File: src/common/seq_pkg.sv
// constants and types shared by the drive main sequencer
package seq_pkg;

  typedef enum logic [2:0] {
    START_DISABLED,
    START_ENABLED,
    SWITCHED_ON,
    READY,
    ENABLED,
    FSTOP_ACTIVE,
    TRIP_ACTIVE,
    TRIPPED
  } main_state_t;

  typedef struct packed {
    logic tripped;
    logic running;
    logic jogging;
    logic stopping;
    logic contactor;
    logic sw_on_en;
    logic switched_on;
    logic ready;
    logic healthy;
  } flags_t;

  typedef struct packed {
    main_state_t st;
    logic [31:0] cnt;
    logic        trst_prev;
    logic        fs_coast;
    logic        cfg_mode;
    flags_t      fl;
    logic [31:0] rdata;
  } core_t;

  localparam logic [3:0]  CTRL_ADDR      = 4'h0;
  localparam logic [3:0]  STAT_ADDR      = 4'h4;
  localparam int          CTRL_COAST_BIT = 0;
  localparam int          CTRL_CFG_BIT   = 1;
  localparam longint      CLK_HZ         = 200_000_000;
  localparam longint      CONT_WAIT_S    = 10;
  localparam logic [31:0] CONT_WAIT_CYC  =
    32'(CONT_WAIT_S * CLK_HZ);

  localparam flags_t FLAGS_RST = '{healthy: 1'b1, default: 1'b0};
  localparam core_t  CORE_RST  = '{
    st: START_DISABLED, cnt: 32'h0, trst_prev: 1'b0,
    fs_coast: 1'b0, cfg_mode: 1'b0, fl: FLAGS_RST,
    rdata: 32'h0};

endpackage : seq_pkg

File: src/core/drive_main_sequencer_fsm.sv
// drive main sequencing state machine with a small register port
//
// Added by the designer: the register addresses and the strobed register port.
`timescale 1ns/100ps
`default_nettype none
module drive_main_sequencer_fsm #(
  parameter logic [31:0] CONT_WAIT = seq_pkg::CONT_WAIT_CYC
) (
  input  wire logic        clock_i,
  input  wire logic        rst_i,
  input  wire logic        ce_i,
  input  wire logic        cfg_restore_i,
  input  wire logic        run_i,
  input  wire logic        jog_i,
  input  wire logic        enable_i,
  input  wire logic        coast_stop_n_i,
  input  wire logic        fast_stop_n_i,
  input  wire logic        trip_i,
  input  wire logic        trip_reset_i,
  input  wire logic        contactor_closed_i,
  input  wire logic        defluxed_i,
  input  wire logic        stop_done_i,
  input  wire logic        jog_delay_done_i,
  input  wire logic        fs_timer_done_i,
  input  wire logic        zero_setpoint_i,
  input  wire logic        stack_quenched_i,
  input  wire logic [3:0]  addr_i,
  input  wire logic [31:0] wdata_i,
  input  wire logic        wr_i,
  input  wire logic        rd_i,
  output logic [31:0]      rdata_o,
  output logic [2:0]       main_state_code_o,
  output seq_pkg::flags_t  flags_o
);

  seq_pkg::core_t q_r;
  seq_pkg::core_t q_nxt;
  logic           stops_ok;
  logic           idle;
  logic           cont_timeout;

  function automatic seq_pkg::flags_t decode(
    input seq_pkg::main_state_t s,
    input seq_pkg::flags_t      prev,
    input logic                 jog_now,
    input logic                 stop_now,
    input logic                 idle_now
  );
    seq_pkg::flags_t f;
    f = '0;
    f.tripped     = (s == seq_pkg::TRIP_ACTIVE)
                  || (s == seq_pkg::TRIPPED);
    f.running     = (s == seq_pkg::ENABLED);
    f.sw_on_en    = (s != seq_pkg::START_DISABLED)
                  && (s != seq_pkg::TRIPPED);
    f.switched_on = (s >= seq_pkg::SWITCHED_ON)
                  && (s <= seq_pkg::TRIP_ACTIVE);
    f.ready       = (s >= seq_pkg::READY)
                  && (s <= seq_pkg::TRIP_ACTIVE);
    if (s == seq_pkg::START_DISABLED || s == seq_pkg::START_ENABLED)
    begin
      f.contactor = prev.contactor;
    end
    else
    begin
      f.contactor = (s != seq_pkg::TRIPPED);
    end
    f.jogging  = jog_now;
    f.stopping = (s == seq_pkg::FSTOP_ACTIVE) || stop_now;
    if (s == seq_pkg::TRIP_ACTIVE)
    begin
      f.healthy = 1'b0;
    end
    else if (s == seq_pkg::TRIPPED)
    begin
      f.healthy = prev.healthy || idle_now;
    end
    else
    begin
      f.healthy = 1'b1;
    end
    return f;
  endfunction : decode

  always_comb
  begin
    logic jog_now;
    logic stop_now;
    q_nxt        = q_r;
    jog_now      = 1'b0;
    stop_now     = 1'b0;
    idle         = !run_i && !jog_i;
    stops_ok     = coast_stop_n_i && fast_stop_n_i;
    cont_timeout = !contactor_closed_i
                && (q_r.cnt >= CONT_WAIT - 32'h1);
    q_nxt.rdata     = 32'h0;
    q_nxt.trst_prev = trip_reset_i;
    if (wr_i && addr_i == seq_pkg::CTRL_ADDR)
    begin
      q_nxt.fs_coast = wdata_i[seq_pkg::CTRL_COAST_BIT];
      q_nxt.cfg_mode = wdata_i[seq_pkg::CTRL_CFG_BIT];
    end
    if (rd_i && addr_i == seq_pkg::CTRL_ADDR)
    begin
      q_nxt.rdata = {30'h0, q_r.cfg_mode, q_r.fs_coast};
    end
    else if (rd_i && addr_i == seq_pkg::STAT_ADDR)
    begin
      q_nxt.rdata = {20'h0, q_r.fl, q_r.st};
    end
    // TRIP_ACTIVE exit tested first in every branch that has one
    case (q_r.st)
      seq_pkg::START_DISABLED:
      begin
        if (trip_i)
          q_nxt.st = seq_pkg::TRIP_ACTIVE;
        else if (idle && stops_ok)
          q_nxt.st = seq_pkg::START_ENABLED;
      end
      seq_pkg::START_ENABLED:
      begin
        if (trip_i)
          q_nxt.st = seq_pkg::TRIP_ACTIVE;
        else if (!stops_ok)
          q_nxt.st = seq_pkg::START_DISABLED;
        else if (!idle)
          q_nxt.st = seq_pkg::SWITCHED_ON;
      end
      seq_pkg::SWITCHED_ON:
      begin
        if (trip_i || cont_timeout)
          q_nxt.st = seq_pkg::TRIP_ACTIVE;
        else if (!stops_ok)
          q_nxt.st = seq_pkg::START_DISABLED;
        else if (idle)
          q_nxt.st = seq_pkg::START_ENABLED;
        else if (contactor_closed_i && defluxed_i)
          q_nxt.st = seq_pkg::READY;
      end
      seq_pkg::READY:
      begin
        if (trip_i || !contactor_closed_i)
          q_nxt.st = seq_pkg::TRIP_ACTIVE;
        else if (!stops_ok)
          q_nxt.st = seq_pkg::START_DISABLED;
        else if (idle)
          q_nxt.st = seq_pkg::START_ENABLED;
        else if (enable_i)
          q_nxt.st = seq_pkg::ENABLED;
      end
      seq_pkg::ENABLED:
      begin
        if (trip_i || !contactor_closed_i)
          q_nxt.st = seq_pkg::TRIP_ACTIVE;
        else if (!coast_stop_n_i)
          q_nxt.st = seq_pkg::START_DISABLED;
        else if (!fast_stop_n_i)
          q_nxt.st = seq_pkg::FSTOP_ACTIVE;
        else if (idle && stop_done_i)
          q_nxt.st = seq_pkg::START_ENABLED;
        else if (!enable_i)
          q_nxt.st = seq_pkg::READY;
      end
      seq_pkg::FSTOP_ACTIVE:
      begin
        if (trip_i || !contactor_closed_i)
          q_nxt.st = seq_pkg::TRIP_ACTIVE;
        else if (fs_timer_done_i || q_r.fs_coast || zero_setpoint_i)
          q_nxt.st = seq_pkg::START_DISABLED;
      end
      seq_pkg::TRIP_ACTIVE:
      begin
        if (stack_quenched_i)
          q_nxt.st = seq_pkg::TRIPPED;
      end
      seq_pkg::TRIPPED:
      begin
        if (!trip_i && trip_reset_i && !q_r.trst_prev)
          q_nxt.st = seq_pkg::START_DISABLED;
      end
      default:
      begin
        q_nxt.st = seq_pkg::START_DISABLED;
      end
    endcase
    if (cfg_restore_i || q_r.cfg_mode)
    begin
      q_nxt.st = seq_pkg::START_DISABLED;
    end
    if (q_r.st == seq_pkg::SWITCHED_ON && !contactor_closed_i
        && q_nxt.st == seq_pkg::SWITCHED_ON)
    begin
      q_nxt.cnt = q_r.cnt + 32'h1;
    end
    else
    begin
      q_nxt.cnt = 32'h0;
    end
    if (q_nxt.st == seq_pkg::ENABLED)
    begin
      if (!q_r.fl.jogging)
        jog_now = jog_i && !run_i;
      else
        jog_now = !(jog_delay_done_i || run_i);
      stop_now = idle && !stop_done_i;
    end
    q_nxt.fl = decode(q_nxt.st, q_r.fl, jog_now, stop_now, idle);
  end

  always_ff @(posedge clock_i or posedge rst_i)
  begin
    if (rst_i)
      q_r <= seq_pkg::CORE_RST;
    else if (ce_i)
      q_r <= q_nxt;
  end

  assign rdata_o           = q_r.rdata;
  assign main_state_code_o = q_r.st;
  assign flags_o           = q_r.fl;

  chk_code_tripped_flag: assert property (
    @(posedge clock_i) disable iff (rst_i)
    flags_o.tripped == (main_state_code_o >= 3'h6))
    else $error("tripped flag disagrees with state");

  chk_running_enabled: assert property (
    @(posedge clock_i) disable iff (rst_i)
    flags_o.running == (main_state_code_o == 3'h4))
    else $error("running flag disagrees with state");

  chk_ready_window: assert property (
    @(posedge clock_i) disable iff (rst_i)
    flags_o.ready |-> (main_state_code_o inside {[3'h3:3'h6]}))
    else $error("ready flag outside its states");

  chk_contactor_hold: assert property (
    @(posedge clock_i) disable iff (rst_i)
    (ce_i && main_state_code_o <= 3'h1)
    ##1 (main_state_code_o <= 3'h1)
    |-> flags_o.contactor == $past(flags_o.contactor))
    else $error("contactor changed in a start state");

  chk_trip_no_health: assert property (
    @(posedge clock_i) disable iff (rst_i)
    (main_state_code_o == 3'h6) |-> !flags_o.healthy)
    else $error("healthy high in trip-active");

  chk_ready_trip_fast: assert property (
    @(posedge clock_i) disable iff (rst_i)
    (ce_i && q_r.st == seq_pkg::READY && !contactor_closed_i
     && !cfg_restore_i && !q_r.cfg_mode)
    |=> (main_state_code_o == 3'h6))
    else $error("ready did not trip on open contactor");

  chk_trip_reset_edge: assert property (
    @(posedge clock_i) disable iff (rst_i)
    (ce_i && q_r.st == seq_pkg::TRIPPED && !trip_i
     && trip_reset_i && !q_r.trst_prev)
    |=> (main_state_code_o == 3'h0))
    else $error("trip reset edge did not clear trip");

  chk_tripped_stays: assert property (
    @(posedge clock_i) disable iff (rst_i)
    (q_r.st == seq_pkg::TRIPPED && trip_i && !cfg_restore_i
     && !q_r.cfg_mode)
    |=> (main_state_code_o == 3'h7))
    else $error("tripped left while trip present");

  chk_fstop_stopping: assert property (
    @(posedge clock_i) disable iff (rst_i)
    (main_state_code_o == 3'h5) |-> flags_o.stopping)
    else $error("stopping low in fast-stop state");

  chk_sw_on_en_map: assert property (
    @(posedge clock_i) disable iff (rst_i)
    flags_o.sw_on_en == !(main_state_code_o inside {3'h0, 3'h7}))
    else $error("switch-on-enable disagrees with state");

  chk_switched_on_map: assert property (
    @(posedge clock_i) disable iff (rst_i)
    flags_o.switched_on == (main_state_code_o inside {[3'h2:3'h6]}))
    else $error("switched-on disagrees with state");

  chk_contactor_on_map: assert property (
    @(posedge clock_i) disable iff (rst_i)
    (main_state_code_o inside {[3'h2:3'h6]}) |-> flags_o.contactor)
    else $error("contactor low in an energised state");

  chk_jog_only_enabled: assert property (
    @(posedge clock_i) disable iff (rst_i)
    flags_o.jogging |-> (main_state_code_o == 3'h4))
    else $error("jogging outside enabled");

  chk_stop_state_set: assert property (
    @(posedge clock_i) disable iff (rst_i)
    flags_o.stopping |-> (main_state_code_o inside {3'h4, 3'h5}))
    else $error("stopping outside enabled or fast-stop");

  chk_healthy_normal: assert property (
    @(posedge clock_i) disable iff (rst_i)
    (main_state_code_o <= 3'h5) |-> flags_o.healthy)
    else $error("healthy low outside trip states");

  chk_trip_from_start: assert property (
    @(posedge clock_i) disable iff (rst_i)
    (ce_i && main_state_code_o <= 3'h1 && trip_i
     && !cfg_restore_i && !q_r.cfg_mode)
    |=> (main_state_code_o == 3'h6))
    else $error("start state did not trip");

  chk_stop_to_disabled: assert property (
    @(posedge clock_i) disable iff (rst_i)
    (ce_i && !stops_ok && !trip_i && !cfg_restore_i && !q_r.cfg_mode
     && (q_r.st == seq_pkg::START_ENABLED
         || (q_r.st == seq_pkg::SWITCHED_ON && !cont_timeout)
         || (q_r.st == seq_pkg::READY && contactor_closed_i)))
    |=> (main_state_code_o == 3'h0))
    else $error("stop input did not disable start");

  chk_idle_start_en: assert property (
    @(posedge clock_i) disable iff (rst_i)
    (ce_i && q_r.st == seq_pkg::START_DISABLED && !trip_i && idle
     && stops_ok && !cfg_restore_i && !q_r.cfg_mode)
    |=> (main_state_code_o == 3'h1))
    else $error("idle start-disabled did not enable start");

  chk_enabled_fstop: assert property (
    @(posedge clock_i) disable iff (rst_i)
    (ce_i && q_r.st == seq_pkg::ENABLED && !trip_i && !fast_stop_n_i
     && contactor_closed_i && coast_stop_n_i
     && !cfg_restore_i && !q_r.cfg_mode)
    |=> (main_state_code_o == 3'h5))
    else $error("enabled did not enter fast-stop");

  chk_fstop_exit: assert property (
    @(posedge clock_i) disable iff (rst_i)
    (ce_i && q_r.st == seq_pkg::FSTOP_ACTIVE && !trip_i
     && contactor_closed_i && !cfg_restore_i && !q_r.cfg_mode
     && (fs_timer_done_i || q_r.fs_coast || zero_setpoint_i))
    |=> (main_state_code_o == 3'h0))
    else $error("fast-stop did not end");

  chk_quench_tripped: assert property (
    @(posedge clock_i) disable iff (rst_i)
    (ce_i && q_r.st == seq_pkg::TRIP_ACTIVE && stack_quenched_i
     && !cfg_restore_i && !q_r.cfg_mode)
    |=> (main_state_code_o == 3'h7))
    else $error("quenched stack did not reach tripped");

  chk_cfg_forces: assert property (
    @(posedge clock_i) disable iff (rst_i)
    (ce_i && (cfg_restore_i || q_r.cfg_mode))
    |=> (main_state_code_o == 3'h0))
    else $error("configuration did not force start-disabled");

  chk_switched_ready: assert property (
    @(posedge clock_i) disable iff (rst_i)
    (ce_i && q_r.st == seq_pkg::SWITCHED_ON && !trip_i && !cont_timeout
     && stops_ok && !idle && contactor_closed_i && defluxed_i
     && !cfg_restore_i && !q_r.cfg_mode)
    |=> (main_state_code_o == 3'h3))
    else $error("switched-on did not reach ready");

  chk_ready_enable: assert property (
    @(posedge clock_i) disable iff (rst_i)
    (ce_i && q_r.st == seq_pkg::READY && !trip_i && contactor_closed_i
     && stops_ok && !idle && enable_i
     && !cfg_restore_i && !q_r.cfg_mode)
    |=> (main_state_code_o == 3'h4))
    else $error("ready did not enable");

  chk_cont_timeout: assert property (
    @(posedge clock_i) disable iff (rst_i)
    (ce_i && q_r.st == seq_pkg::SWITCHED_ON && cont_timeout
     && !cfg_restore_i && !q_r.cfg_mode)
    |=> (main_state_code_o == 3'h6))
    else $error("open contactor wait did not trip");

  chk_start_switch: assert property (
    @(posedge clock_i) disable iff (rst_i)
    (ce_i && q_r.st == seq_pkg::START_ENABLED && !trip_i && stops_ok
     && !idle && !cfg_restore_i && !q_r.cfg_mode)
    |=> (main_state_code_o == 3'h2))
    else $error("start-enabled did not switch on");

endmodule : drive_main_sequencer_fsm
`default_nettype wire

File: config.mk
export PLATFORM = sky130hd
export DESIGN_NAME = drive_main_sequencer_fsm
export DESIGN_NICKNAME = d
export VERILOG_FILES = /design/src/common/seq_pkg.sv /design/src/core/drive_main_sequencer_fsm.sv
export SDC_FILE = /design/constraint.sdc
export NUM_CORES = 1
export LEC_CHECK = 0
export BUFFER_PORTS_ARGS = -buffer_cell sky130_fd_sc_hd__buf_4
export CORE_UTILIZATION = 45
export CTS_CLUSTER_SIZE = 28
export DETAILED_ROUTE_END_ITERATION = 8
export HOLD_SLACK_MARGIN = 0.1
export PLACE_DENSITY = 0.75
export RECOVER_POWER = 50
export SETUP_SLACK_MARGIN = 0.2
export SLEW_MARGIN = 20
export SYNTH_ARGS = -nofsm -noshare
export SYNTH_HDL_FRONTEND = slang
export SYNTH_SLANG_ARGS = --single-unit
File: constraint.sdc
create_clock -name clock_i -period 5.28 [get_ports clock_i]
set_input_delay 0.528 -clock clock_i [delete_from_list [all_inputs] [get_ports clock_i]]
set_output_delay 0.528 -clock clock_i [all_outputs]
set_load 0.05 [all_outputs]
==> impl_metrics.toml <==
[run_status]
status = "complete, but fails checks"
violations = "capacitance limit, slew limit"

[critical_path]
worstPathMaxFanout = 59
slowest_stage = "clkbuf_1"
path_cells = "clkbuf_4, inv_1, clkbuf_1"
worst-path-buf-inv = 3
cp-end-kind = "async pin"
worstRegToRegCells = 5
critPathLaunchType = "input port"
crit_arrival_ns = 2.93
r2r_slack_ns = 2.65
reg2reg_from = "main_state_code_o[0]$_DFFE_PP0P_"
rr_endpoint = "q_r[71]$_DFFE_PP0P_"
cp_top_family = "buffers and inverters"
worstPathRequired_ns = 5.02
worstSetupPathType = "in2async"
slowest_delay_ns = 2.23

[clocking]
cts_made_buffers = 9
ctsHoldBuffers = 0
htreeDepth = 3
clk_latency_ns = 0.35
cts_root_buf = "clkbuf_8"
cts_tree = "yes"
clk_pin_slew_ns = 0.07
cts_resized = 0
clock_path_buffers = 2
cts_setup_buffers = 0
cts.sinks = 59

[global_routing]
first_global_vias = 2491
grt_antenna_before_repair = 0
grt_pass1_wl_um = 12030
grt_usage = 0.1823
overflow = 0
grt_max_degree = 60

[detailed_routing]
via_per_inst = 5.323
dr.pass1.iters = 4
avgRoutedWirePerCell_um = 14.36
vias = 2619
finalWirelength_um = 7067
drc = 0
first_iter_violations = 117
ant_nets = 0

[layout]
n_antenna_cell = 0
final_cell_mix = "58 x dfrtp_1, 36 x buf_4, 26 x nand2_1, 22 x nor2_1"
syn2layout_area_growth_pct = 7.136
fin_util = 0.5029
fin_area_mm2 = 0.003926
drive_gt1_frac = 0.2462
fin_nets = 442
final_common_cell = "dfrtp_1"
fin_cells = 492

[synth]
synthArstFlopShare = 1.000
syn_area_mm2 = 0.003665
ys_seq_area_frac = 0.4032
synth_edf_count = 0
syn_area_per_cell_um2 = 10.15
yosysUniqueCellTypes = 64
synth_flop_cell = "dfrtp_1"
yosysWarnings = 0
syn_inst = 361
synth_seq_cells = 59

[die]
std_cell_rows = 32
design.core.area_mm2 = 0.007807
die_area_mm2 = 0.008509
pin_count = 100
start_util = 0.4694
fp.dieW_um = 92.25
die_y_um = 92.25

[sta]
fin_crit_sh = 0.6039
worstMarginPinSlew_ns = 3.173
slew_viol_final = 60
tns_ns = 0
fin_crit_ns = 3.189
slew-limit-headroom = -1.115
hold_ws_ns = 0.4099
rsz0062_at_grt = "false"
fmaxAchievable_ghz = 0.3136
setup_viol = 0
skew_ns = 0.006884
hold_viol_final = 0

[flow_run]
max_cap_viol_count = 1

[placed_design]
gp_congestion = 0.8498
dpl_cell_area_mm2 = 0.003806
place_inst = 476
io_buffer_count = 49
dp_hpwl_um = 5021

[hold_path]
min_to = "q_r[42]$_DFFE_PP0P_"
min_path_type = "in2reg"
min_path_cells = 2
hp-start = "wdata_i[0]"

[power_and_ir_drop]
max-vdd-ir-drop_uv = 132.3
cellPowerDensity_mw_per_mm2 = 279.1
p_leak_nw = 1.706
## final cells by class
type	instances	area (um2)
fillers	755	3881
repair buffers	50	326.6
inverters	8	30.03
flip-flops and latches	59	1478
multi-input cells	257	1795
clock buffers	9	123.9
clock inverters	7	45.04
well taps	102	127.6
## layer usage
metal | track usage | share of wire
met2 | 0.2854 | 0.47
met5 | 0 | 0
met4 | 0.05469 | 0.012
met3 | 0.05473 | 0.052
met1 | 0.2425 | 0.46
## state kept, by name, indices dropped and copies added, names as in the netlist
| register | count |
|---|---|
| rdata_o | 12 |
| flags_o | 9 |
| main_state_code_o | 3 |
| q_r | 35 |
## Yosys cell counts, drive strengths merged, types with 3 or more instances
cell | n | area (um2)
nor2 | 42 | 307.8
nor3 | 11 | 60.06
nand4 | 6 | 37.54
and3 | 9 | 56.30
buf | 52 | 417.9
xor2 | 18 | 157.7
a22o | 13 | 113.9
inv | 8 | 30.03
nor2b | 7 | 43.79
o21a | 3 | 22.52
or2 | 3 | 18.77
nand2 | 26 | 97.59
or3 | 3 | 18.77
nand3 | 14 | 75.07
a21oi | 3 | 15.01
xnor2 | 10 | 87.58
and4 | 4 | 35.03
o2111ai | 4 | 35.03
o21ai | 10 | 50.05
nor4 | 4 | 37.53
dfrtp | 58 | 1451
clkbuf | 4 | 15.01
o2bb2ai | 4 | 35.03
mux2 | 6 | 67.56
a21o | 4 | 30.03
nand2b | 3 | 18.77
## power by group
group          total (W)  internal, W  switching [W]  leakage [nW]
logic           0.000242    0.0000746       0.000168         0.814
registers       0.000499     0.000472      0.0000273         0.803
clock network   0.000354     0.000168       0.000187        0.0887
total            0.00110     0.000714       0.000381          1.71
## worst max-delay path by stage
stage	depth (start not counted)	startpoint	end
2_1_floorplan	10	trip_i	q_r[67]$_DFFE_PP0P_
5_1_grt	3	rst_i	flags_o[1]$_DFFE_PP0P_
6_report	3	rst_i	rdata_o[4]$_DFFE_PP0P_
3_3_place_gp	8	run_i	q_r[68]$_DFFE_PP0P_
3_5_place_dp	8	run_i	q_r[73]$_DFFE_PP0P_
4_1_cts	5	main_state_code_o[0]$_DFFE_PP0P_	q_r[52]$_DFFE_PP0P_
## through the flow
stage          total power, W  worst slack (ns)
4_1_cts              0.001111             2.652
3_3_place_gp        0.0007493             2.634
2_1_floorplan       0.0007238             3.066
3_5_place_dp        0.0007532             2.621
5_1_grt              0.001150             1.437
6_report             0.001096             2.091
## kinds of logic (layout without fill, tap and decap cells)
logic type | after synthesis | after routing | share of synthesized area
AO/OA/AOI/OAI | 58 | 58 | 0.1294
XOR/XNOR | 28 | 28 | 0.06692
adder cells (fa/ha/maj) | 1 | 1 | 0.003414
buffers and inverters | 64 | 74 | 0.1263
flip-flops | 59 | 59 | 0.4032
multiplexers | 8 | 8 | 0.02390
other | 1 | 20 | 0.001023
AND/OR/NAND/NOR | 142 | 142 | 0.2458
(Power assumes the default switching activity.)
